==> config.mk <==
export PLATFORM = sky130hd
export DESIGN_NAME = eied_top
export DESIGN_NICKNAME = d
export VERILOG_FILES = /design/src/shared/eied_pkg.sv /design/src/eied_sync.sv /design/src/eied_top.sv
export SDC_FILE = /design/constraint.sdc
export NUM_CORES = 1
export LEC_CHECK = 0
export ABC_CLOCK_PERIOD_IN_PS = 1300
export BUFFER_PORTS_ARGS = -buffer_cell sky130_fd_sc_hd__buf_2
export CAP_MARGIN = 20
export CORE_MARGIN = 5
export CORE_UTILIZATION = 48
export DETAILED_ROUTE_END_ITERATION = 10
export GPL_TIMING_DRIVEN = 0
export PLACE_DENSITY = 0.83
export SLEW_MARGIN = 20
export SYNTH_ARGS = -nofsm -noshare
export SYNTH_HDL_FRONTEND = slang
export SYNTH_HIERARCHICAL = 1
export SYNTH_SLANG_ARGS = --single-unit
==> constraint.sdc <==
create_clock -name mclk_in -period 1.3 [get_ports mclk_in]
set_input_delay 0.26 -clock mclk_in [delete_from_list [all_inputs] [get_ports mclk_in]]
set_output_delay 0.26 -clock mclk_in [all_outputs]
set_load 0.1 [all_outputs]
==> src/shared/eied_pkg.sv <==
// Function
// - Select bit a set: falling only, else both
// - Select bit b set: falling only, else both
// - Pin b active edge wakes power-down
// - Pin c requests on falling edge only
// - Pin c falling edge wakes power-down
// - Pin d requests on falling edge only
// - Pin e requests on falling edge only
// - Pin e falling edge wakes power-down
// - Pin d falling edge wakes power-down
package eied_pkg;
   localparam int unsigned EIED_NUM_SRC = 5;
   localparam int unsigned EIED_SYNC_STAGES = 2;
   localparam logic [4:0] EIED_PEND_RESET = 5'h00;
   localparam logic [4:0] EIED_PIN_RESET = 5'h1F;
   // Pins a and b may be set to both edges; c, d, e are falling only
   localparam logic [4:0] EIED_SELECTABLE = 5'h03;
   localparam logic [4:0] EIED_WAKE_CAPABLE = 5'h1E;
   localparam int unsigned EIED_EDGE_SEL_A_BIT = 0;
   localparam int unsigned EIED_EDGE_SEL_B_BIT = 2;
endpackage : eied_pkg

==> src/eied_sync.sv <==
`timescale 1ns/1ps
module eied_sync
   import eied_pkg::*;
#(
   parameter int unsigned WIDTH = EIED_NUM_SRC
) (
   input wire logic mclk_in,
   input wire logic resetn_in,
   input wire logic [WIDTH-1:0] async_in,
   output logic [WIDTH-1:0] sync_out
);
   logic [WIDTH-1:0] meta_q;
   logic [WIDTH-1:0] meta_d;
   logic [WIDTH-1:0] sync_q;
   logic [WIDTH-1:0] sync_d;

   // Refused at elaboration: a zero-width synchroniser has nothing to carry
   if (WIDTH < 1) begin : g_width_check
      $error("eied_sync: WIDTH must be at least 1");
   end

   // First stage feeds only the second stage
   always_comb begin
      meta_d = async_in;
      sync_d = meta_q;
   end

   // Idle level is high so reset release sees no false falling edge
   always_ff @(posedge mclk_in) begin
      if (!resetn_in) begin
         meta_q <= {WIDTH{1'b1}};
         sync_q <= {WIDTH{1'b1}};
      end else begin
         meta_q <= meta_d;
         sync_q <= sync_d;
      end
   end

   assign sync_out = sync_q;
endmodule : eied_sync

==> src/eied_top.sv <==
`timescale 1ns/1ps
module eied_top
   import eied_pkg::*;
(
   input wire logic mclk_in,
   input wire logic resetn_in,
   input wire logic ext_irq_pin_a_in,
   input wire logic ext_irq_pin_b_in,
   input wire logic ext_irq_pin_c_in,
   input wire logic ext_irq_pin_d_in,
   input wire logic ext_irq_pin_e_in,
   input wire logic [7:0] timer_control_reg_in,
   input wire logic power_down_in,
   input wire logic [4:0] pend_clear_in,
   output logic [4:0] pend_out,
   output logic wake_out
);
   logic [4:0] pins_raw;
   logic [4:0] pins_sync;
   logic [4:0] prev_q;
   logic [4:0] prev_d;
   logic [4:0] pend_q;
   logic [4:0] pend_d;
   logic wake_q;
   logic wake_d;
   wire [4:0] fall;
   wire [4:0] rise;
   wire [4:0] qual;
   logic [4:0] both_edges;
   logic edge_select_a;
   logic edge_select_b;

   assign pins_raw = {ext_irq_pin_e_in, ext_irq_pin_d_in, ext_irq_pin_c_in, ext_irq_pin_b_in, ext_irq_pin_a_in};
   assign edge_select_a = timer_control_reg_in[EIED_EDGE_SEL_A_BIT];
   assign edge_select_b = timer_control_reg_in[EIED_EDGE_SEL_B_BIT];
   // Sources c, d and e have no select bit and stay falling only
   assign both_edges = EIED_SELECTABLE & {3'h0, ~edge_select_b, ~edge_select_a};

   ////////////////////////////////////////////////////////////////////////////
   // Ports are fixed at five sources and the synchroniser has two stages
   if (EIED_NUM_SRC != 5) begin : g_src_check
      $error("eied_top: five interrupt sources expected");
   end
   if (EIED_SYNC_STAGES != 2) begin : g_stage_check
      $error("eied_top: two synchroniser stages expected");
   end
   if (EIED_EDGE_SEL_A_BIT > 7 || EIED_EDGE_SEL_B_BIT > 7) begin : g_sel_check
      $error("eied_top: edge select bit outside the control register");
   end

   ////////////////////////////////////////////////////////////////////////////
   eied_sync #(
      .WIDTH(EIED_NUM_SRC)
   ) u_sync (
      .mclk_in(mclk_in),
      .resetn_in(resetn_in),
      .async_in(pins_raw),
      .sync_out(pins_sync)
   );

   ////////////////////////////////////////////////////////////////////////////
   // Edge qualification per source
   for (genvar g = 0; g < EIED_NUM_SRC; g++) begin : g_src
      assign fall[g] = prev_q[g] & ~pins_sync[g];
      assign rise[g] = ~prev_q[g] & pins_sync[g];
      assign qual[g] = fall[g] | (rise[g] & both_edges[g]);
   end

   // Set beats clear so an edge in the clear cycle is kept
   always_comb begin
      prev_d = pins_sync;
      pend_d = (pend_q & ~pend_clear_in) | qual;
      // Wake held until power-down is left; pin a cannot wake
      wake_d = power_down_in & (wake_q | (|(qual & EIED_WAKE_CAPABLE)));
   end

   always_ff @(posedge mclk_in) begin
      if (!resetn_in) begin
         prev_q <= EIED_PIN_RESET;
         pend_q <= EIED_PEND_RESET;
         wake_q <= 1'b0;
      end else begin
         prev_q <= prev_d;
         pend_q <= pend_d;
         wake_q <= wake_d;
      end
   end

   assign pend_out = pend_q;
   assign wake_out = wake_q;

   ////////////////////////////////////////////////////////////////////////////
   AST_A_FALL: assert property (@(posedge mclk_in) disable iff (!resetn_in)
      $fell(pins_sync[0]) |=> pend_q[0]) else $error("pin a falling edge lost");
   AST_A_RISE_SEL: assert property (@(posedge mclk_in) disable iff (!resetn_in)
      ($rose(pins_sync[0]) && edge_select_a && !pend_q[0]) |=> !pend_q[0]) else $error("pin a rise not filtered");
   AST_A_RISE_BOTH: assert property (@(posedge mclk_in) disable iff (!resetn_in)
      ($rose(pins_sync[0]) && !edge_select_a) |=> pend_q[0]) else $error("pin a rise lost");
   AST_B_RISE: assert property (@(posedge mclk_in) disable iff (!resetn_in)
      ($rose(pins_sync[1]) && !pend_q[1]) |=> pend_q[1] == !edge_select_b) else $error("pin b select wrong");
   AST_C_RISE: assert property (@(posedge mclk_in) disable iff (!resetn_in)
      ($rose(pins_sync[2]) && !pend_q[2]) |=> !pend_q[2]) else $error("pin c rise requested");
   AST_D_FALL: assert property (@(posedge mclk_in) disable iff (!resetn_in)
      ($fell(pins_sync[3]) && !$rose(pins_sync[3])) |=> pend_q[3]) else $error("pin d fall lost");
   AST_E_RISE: assert property (@(posedge mclk_in) disable iff (!resetn_in)
      ($rose(pins_sync[4]) && !pend_q[4]) |=> !pend_q[4]) else $error("pin e rise requested");
   AST_WAKE_C: assert property (@(posedge mclk_in) disable iff (!resetn_in)
      ($fell(pins_sync[2]) && power_down_in) |=> wake_q) else $error("pin c no wake");
   AST_WAKE_E: assert property (@(posedge mclk_in) disable iff (!resetn_in)
      ($fell(pins_sync[4]) && power_down_in) |=> wake_q) else $error("pin e no wake");
   AST_WAKE_D: assert property (@(posedge mclk_in) disable iff (!resetn_in)
      ($fell(pins_sync[3]) && power_down_in) |=> wake_q) else $error("pin d no wake");
   AST_WAKE_B: assert property (@(posedge mclk_in) disable iff (!resetn_in)
      ($fell(pins_sync[1]) && power_down_in) |=> wake_q) else $error("pin b no wake");
   AST_SET_WINS: assert property (@(posedge mclk_in) disable iff (!resetn_in)
      ($fell(pins_sync[4]) && pend_clear_in[4]) |=> pend_q[4]) else $error("clear beat set");
   AST_NO_WAKE_RUN: assert property (@(posedge mclk_in) disable iff (!resetn_in)
      !power_down_in |=> !wake_q) else $error("wake outside power-down");

   ////////////////////////////////////////////////////////////////////////////
   // Per-pin requests, pending hold and clear, wake cause
   AST_B_FALL: assert property (
      @(posedge mclk_in) disable iff (!resetn_in)
      $fell(pins_sync[1]) |=> pend_q[1]
   ) else $error("pin b falling edge lost");
   AST_C_FALL: assert property (
      @(posedge mclk_in) disable iff (!resetn_in)
      $fell(pins_sync[2]) |=> pend_q[2]
   ) else $error("pin c falling edge lost");
   AST_E_FALL: assert property (
      @(posedge mclk_in) disable iff (!resetn_in)
      $fell(pins_sync[4]) |=> pend_q[4]
   ) else $error("pin e falling edge lost");
   AST_D_RISE: assert property (
      @(posedge mclk_in) disable iff (!resetn_in)
      ($rose(pins_sync[3]) && !pend_q[3]) |=> !pend_q[3]
   ) else $error("pin d rise requested");
   AST_B_RISE_WAKE: assert property (
      @(posedge mclk_in) disable iff (!resetn_in)
      ($rose(pins_sync[1]) && !edge_select_b && power_down_in) |=> wake_q
   ) else $error("pin b rise no wake");
   AST_B_SEL_NO_WAKE: assert property (
      @(posedge mclk_in) disable iff (!resetn_in)
      ($rose(pins_sync[1]) && edge_select_b && !wake_q && $stable(pins_sync[4:2])) |=> !wake_q
   ) else $error("pin b filtered rise woke");
   AST_C_RISE_NO_WAKE: assert property (
      @(posedge mclk_in) disable iff (!resetn_in)
      ($rose(pins_sync[2]) && !wake_q && $stable(pins_sync[1]) && $stable(pins_sync[4:3])) |=> !wake_q
   ) else $error("pin c rise woke");
   AST_E_RISE_NO_WAKE: assert property (
      @(posedge mclk_in) disable iff (!resetn_in)
      ($rose(pins_sync[4]) && !wake_q && $stable(pins_sync[3:1])) |=> !wake_q
   ) else $error("pin e rise woke");
   AST_A_NO_WAKE: assert property (
      @(posedge mclk_in) disable iff (!resetn_in)
      (!wake_q && $stable(pins_sync[4:1])) |=> !wake_q
   ) else $error("wake without edge on b to e");
   AST_WAKE_HOLD: assert property (
      @(posedge mclk_in) disable iff (!resetn_in)
      (wake_q && power_down_in) |=> wake_q
   ) else $error("wake dropped in power-down");
   AST_WAKE_PEND: assert property (
      @(posedge mclk_in) disable iff (!resetn_in)
      $rose(wake_q) |-> pend_q[4:1] != 4'h0
   ) else $error("wake without pending request");
   AST_HOLD_A: assert property (
      @(posedge mclk_in) disable iff (!resetn_in)
      (pend_q[0] && !pend_clear_in[0]) |=> pend_q[0]
   ) else $error("pin a pending dropped");
   AST_HOLD_B: assert property (
      @(posedge mclk_in) disable iff (!resetn_in)
      (pend_q[1] && !pend_clear_in[1]) |=> pend_q[1]
   ) else $error("pin b pending dropped");
   AST_HOLD_C: assert property (
      @(posedge mclk_in) disable iff (!resetn_in)
      (pend_q[2] && !pend_clear_in[2]) |=> pend_q[2]
   ) else $error("pin c pending dropped");
   AST_HOLD_D: assert property (
      @(posedge mclk_in) disable iff (!resetn_in)
      (pend_q[3] && !pend_clear_in[3]) |=> pend_q[3]
   ) else $error("pin d pending dropped");
   AST_HOLD_E: assert property (
      @(posedge mclk_in) disable iff (!resetn_in)
      (pend_q[4] && !pend_clear_in[4]) |=> pend_q[4]
   ) else $error("pin e pending dropped");
   AST_CLEAR_A: assert property (
      @(posedge mclk_in) disable iff (!resetn_in)
      (pend_clear_in[0] && $stable(pins_sync[0])) |=> !pend_q[0]
   ) else $error("pin a pending not cleared");
   AST_CLEAR_B: assert property (
      @(posedge mclk_in) disable iff (!resetn_in)
      (pend_clear_in[1] && $stable(pins_sync[1])) |=> !pend_q[1]
   ) else $error("pin b pending not cleared");
   AST_CLEAR_C: assert property (
      @(posedge mclk_in) disable iff (!resetn_in)
      (pend_clear_in[2] && $stable(pins_sync[2])) |=> !pend_q[2]
   ) else $error("pin c pending not cleared");
   AST_CLEAR_D: assert property (
      @(posedge mclk_in) disable iff (!resetn_in)
      (pend_clear_in[3] && $stable(pins_sync[3])) |=> !pend_q[3]
   ) else $error("pin d pending not cleared");
   AST_CLEAR_E: assert property (
      @(posedge mclk_in) disable iff (!resetn_in)
      (pend_clear_in[4] && $stable(pins_sync[4])) |=> !pend_q[4]
   ) else $error("pin e pending not cleared");
   AST_NO_SPURIOUS: assert property (
      @(posedge mclk_in) disable iff (!resetn_in)
      (pend_q == 5'h00 && $stable(pins_sync)) |=> pend_q == 5'h00
   ) else $error("request without pin edge");
   AST_RESET_STATE: assert property (
      @(posedge mclk_in)
      !resetn_in |=> (pend_q == EIED_PEND_RESET && !wake_q)
   ) else $error("state not cleared by reset");
   AST_SYNC_DELAY: assert property (
      @(posedge mclk_in) disable iff (!resetn_in)
      ($past(resetn_in) && $past(resetn_in, 2)) |-> pins_sync == $past(pins_raw, 2)
   ) else $error("pin sample latency wrong");

   COV_A_BOTH: cover property (@(posedge mclk_in) disable iff (!resetn_in) $rose(pins_sync[0]) && !edge_select_a);
   COV_WAKE: cover property (@(posedge mclk_in) disable iff (!resetn_in) $rose(wake_q));
   COV_CLEAR: cover property (@(posedge mclk_in) disable iff (!resetn_in) pend_q[2] ##1 !pend_q[2]);
   COV_SET_WINS: cover property (@(posedge mclk_in) disable iff (!resetn_in) pend_clear_in[4] && $fell(pins_sync[4]));
   COV_B_WAKE: cover property (@(posedge mclk_in) disable iff (!resetn_in) $rose(pins_sync[1]) && power_down_in);
endmodule : eied_top

== Yosys cells after proc, flatten, opt, wreduce, memory -nomap -nowiden ==
Index checks and enable logic that the tools add are counted.
W data, S select, Z words.

* Register bits after elaboration: 21
* Input port bits: 21
* Output and inout port bits: 6

* Bitwise operators: 25
* Reductions and logical operators: 1

{| class="wikitable"
|+ Operators by type and width
! operator !! count
|-
| $and A1 B1 Y1 || 10
|-
| $not A1 Y1 || 9
|-
| $and A5 B5 Y5 || 1
|-
| $not A5 Y5 || 1
|-
| $or A5 B5 Y5 || 1
|-
| $reduce_or A4 Y1 || 1
|-
| $or A1 B1 Y1 || 3
|}

== Logic depth before layout (Yosys ltp) ==
* Word-level depth: 7
* Mapped depth: 3
* Gate-level depth less buffers: 3

== Hierarchy ==
The synthesis kept the hierarchy.

{| class="wikitable"
|+ By module, submodules not included
! module !! instances !! cells each !! area each (um2) !! seq. area each (um2)
|-
| eied_top || 1 || 38 || 410.4 || 220.2
|-
| eied_sync || 1 || 20 || 262.8 || 200.2
|}

== Worst setup path after synthesis ==
OpenSTA, ideal clock, no wires.

* Path kind: reg2reg
* Start point: reg wake_q (netlist: wake_out)
* End point: reg wake_q (netlist: wake_out)
* Setup time: 0.077 ns
* Arrival time: 1.266 ns
* Path slack: -0.043 ns
* Stages on the path, launching flop included: 3
* Cell sequence: dfxtp_1 -> nor2_1 -> a41oi_2

* Cells in the longest elaborated chain, start to end: 2

{| class="wikitable"
|+ RTL lines
! what !! line !! RTL
|-
| start, declared || eied_top.sv:24 || <nowiki>logic wake_q;</nowiki>
|-
| start signal, assigned || eied_top.sv:85 || <nowiki>wake_q <= wake_d;</nowiki>
|-
| $or A1 B1 Y1 || eied_top.sv:74 || <nowiki>wake_d = power_down_in & (wake_q | (|(qual & EIED_WAKE_CAPABLE)));</nowiki>
|-
| $and A1 B1 Y1 || eied_top.sv:74 ||
|}

No other way between the ends.
A chain may end at the register's enable or synchronous reset.

== Worst setup path after layout ==
* Start point: reg pend_q[1] (netlist: pend_out[1])
* End point: out pend_out[1]

{| class="wikitable"
|+ RTL lines
! what !! line !! RTL
|-
| start, declared || eied_top.sv:22 || <nowiki>logic [4:0] pend_q;</nowiki>
|-
| start signal, assigned || eied_top.sv:84 || <nowiki>pend_q <= pend_d;</nowiki>
|-
| end, declared || eied_top.sv:15 || <nowiki>output logic [4:0] pend_out,</nowiki>
|}

No word-level cell between the ends.

==> results by group <==
Status
  • Outcome: finished clean

Global route
  • Global-route wire length before repair: between 1500 and 2000 um
  • Initial antenna violation count: 0
  • Number of global-route vias before repair: roughly 410
  • Largest net degree at the start of global routing: 13
  • Total Routing Usage GR: roughly 10%
  • Gr ovfl total: 0

Timing
  • Final worst slack: approximately 0.11 ns
  • Setup violations, final: 0
  • Hold WS: 0.129 ns
  • Fin Setup TNS: 0 ns
  • Fmax: ~0.84 GHz
  • Unrepaired setup endpoints after global routing: false
  • Slew of the pin with the lowest slew margin: 0.280 ns
  • Final worst path period need: between 1 and 1.5 ns
  • Tcrit/Tclk final: 91.8%
  • Count of pins over their slew limit: 0
  • Final Hold Fails: 0
  • Worst slew margin: about 81%
  • Fin Clk Skew: roughly 0.0094 ns

Power and ir drop
  • Power Dens Cells: 1340 nW/um^2
  • Worst-case vdd ir drop: between 0.0006 and 0.0007 V
  • Pleak: 0.364 nW

Setup path
  • Worst setup EP type: output pin
  • CP bufs+invs: 1
  • Crit-path max FO: 2
  • Crit path DAT: 0.93 ns
  • Crit-path leading delay family: flip-flops
  • R2r setup slk: between 0.4 and 0.5 ns
  • Critical path type: reg2out
  • Worst reg2reg endpoint: wake_out$_SDFF_PN0_
  • Worst R2R Start: u_sync/sync_out[1]$_SDFF_PN1_
  • FF-to-FF path depth: 3
  • Slowest cell on crit path: dfxtp_1
  • Critical-path cell list: buf_4
  • CP required: between 1 and 1.5 ns
  • CP peak stage delay: around 0.35 ns
  • Worst Setup Start Kind: register

Routing
  • First drt pass iteration count: 2
  • WL/cell: 9.67 um
  • Vias: 460
  • Aggregate routed wire length: ~940 um
  • Drc violations: 0
  • Post-route ant nets: 0
  • Starting DRC count in detailed routing: 3
  • Vias per cell: between 4 and 5

Synthesis
  • Post-synth EDFFs: 0
  • Flop and latch count out of synthesis: 21
  • Synthesized instance count: 58
  • Synth top area share: between 60% and 70%
  • Seq/Total Area, Yosys: 62.5%
  • Top cells by area, synth: dfxtp_1 62%, nand2b_1 19%, a41oi_2 2.4%, a21boi_1 2.2%, nor2b_1 1.9%
  • Yosys cell types: 15
  • Mapped Area: 673 sq um
  • Syn avg cell area: between 10 and 15 sq um
  • Top_reg_cell synth: dfxtp_1
  • Most frequent cell after synthesis: dfxtp_1
  • Synth Warn #: 6
  • Area leader, netlist: dfxtp_1
  • Synth cell count leaders: 21 x dfxtp_1, 20 x nand2b_1
  • Syn nets: 79
  • Post-synth ARST share: 0%

Placement
  • Placed Instances: between 90 and 100
  • Port bufs: 20
  • Pre-CTS WS: 0.305 ns
  • Gpl congestion: 0.673
  • Detail Placement HPWL: about 740 um

Die
  • Die height: 47.5 um
  • I/O Pins: 27
  • Row cnt: 13
  • Die Span X: 47.5 um
  • Core Box Area: approximately 1300 sq um
  • Initial core utilization: about half
  • Total die area: 2250 sq um

Finish
  • Final nets: approximately 100
  • Fraction of layout cells with a size suffix above 1: 36.6%
  • P&R area growth vs syn: 24.2%
  • Diodes inserted: 0
  • Final cell count without fillers: 97
  • Final Core Density: a little under two thirds

Worst hold path
  • Hold Path Class: in2reg
  • Hold Path Sink: u_sync/meta_q[3]$_SDFF_PN1_
  • Hold Path Origin: ext_irq_pin_d_in
  • Hold Crit Depth: 2

Clock tree
  • Worst-Skew Late Latency: around 0.30 ns
  • Clock Pin Slew Worst Setup and Hold Paths: 0.11 ns
  • H-tree depth: 1
  • Post-CTS Repair Setup Buffers: 0
  • Total CTS buffers: 3
  • Clock sinks: 21
  • CTS root buf: clkbuf_4
  • CTS tree: built
  • Longest Clk Path Bufs: 2

Run
  • Total of max-cap violations: 0
-- through the flow --
stage	total power, mW	area (sq um)
2_1_floorplan	0.793	674
3_3_place_gp	0.827	793
3_5_place_dp	0.831	793
4_1_cts	1.14	836
5_1_grt	1.17	836
6_report	1.12	836
-- cell families (layout without fill, tap and decap cells) --
logic type             count (synthesis)  after routing  share of synthesized area (%)
buffers and inverters                  2             26                           1.67
flip-flops                            21             21                           62.5
AO/OA/AOI/OAI                          7              7                           9.85
multiplexers                           1              1                           1.49
AND/OR/NAND/NOR                       27             27                           24.5
-- cell type report --
class	count	area (sq um)
sequential	21	422
inverter	1	3.75
tap	15	18.8
buffer	1	7.51
clock buffer	3	22.5
timing repair buffer	20	115
fill	111	482
clock inverter	1	5.00
multi-input combinational	35	241
-- placed cells by master (no fill, tap or decap), types with 2 or more instances in the layout --
cell type | synthesis | layout
nand2b_1 | 20 | 20
dfxtp_1 | 21 | 20
buf_2 | 0 | 14
buf_4 | 1 | 7
clkbuf_4 | 0 | 3
nor2_1 | 2 | 2
a21boi_1 | 2 | 2
nand2_1 | 2 | 2
nor2b_1 | 2 | 2
-- state kept, by name, summed over array words and instances, names as in the netlist --
name and flops:
prev_q 5, pend_out 5, wake_out 1, u_sync/meta_q 5, u_sync/sync_out 5
-- where the power goes --
group / switching (mW) / total, mW / internal (mW)
registers: 0.00982 / 0.680 / 0.670
clock network: 0.183 / 0.297 / 0.114
logic: 0.0894 / 0.140 / 0.0504
total: 0.282 / 1.12 / 0.835
-- routing by layer --
layer | GRT usage (%) | share of wire (%) | vias to the layer above | wire length [um]
li1 | - | - | 234 | -
met1 | 11.5 | 39 | 206 | 366
met2 | 16.6 | 47 | 18 | 445
met3 | 3.38 | 12 | 2 | 110
met4 | 4.97 | 1.6 | 0 | 15
met5 | 0 | 0 | - | 0
-- worst max path at each step --
stage	start	to	slack [ns]	cells after the start
after global routing	pend_out[1]$_SDFF_PN0_	pend_out[1]	0.06	1
final	pend_out[1]$_SDFF_PN0_	pend_out[1]	0.11	1
after global placement	pend_out[0]$_SDFF_PN0_	pend_out[0]	0.31	1
after floorplan	pend_out[4]$_SDFF_PN0_	pend_out[4]$_SDFF_PN0_	0.008	2
after detailed placement	pend_out[3]$_SDFF_PN0_	pend_out[3]	0.31	1
after CTS	pend_out[4]$_SDFF_PN0_	pend_out[4]	0.09	1
-- timing repair --
item,in CTS,in global routing
gates resized for setup,6,0
hold buffers,0,0
endpoints found under the setup margin,6,0
(Power assumes the default switching activity.)
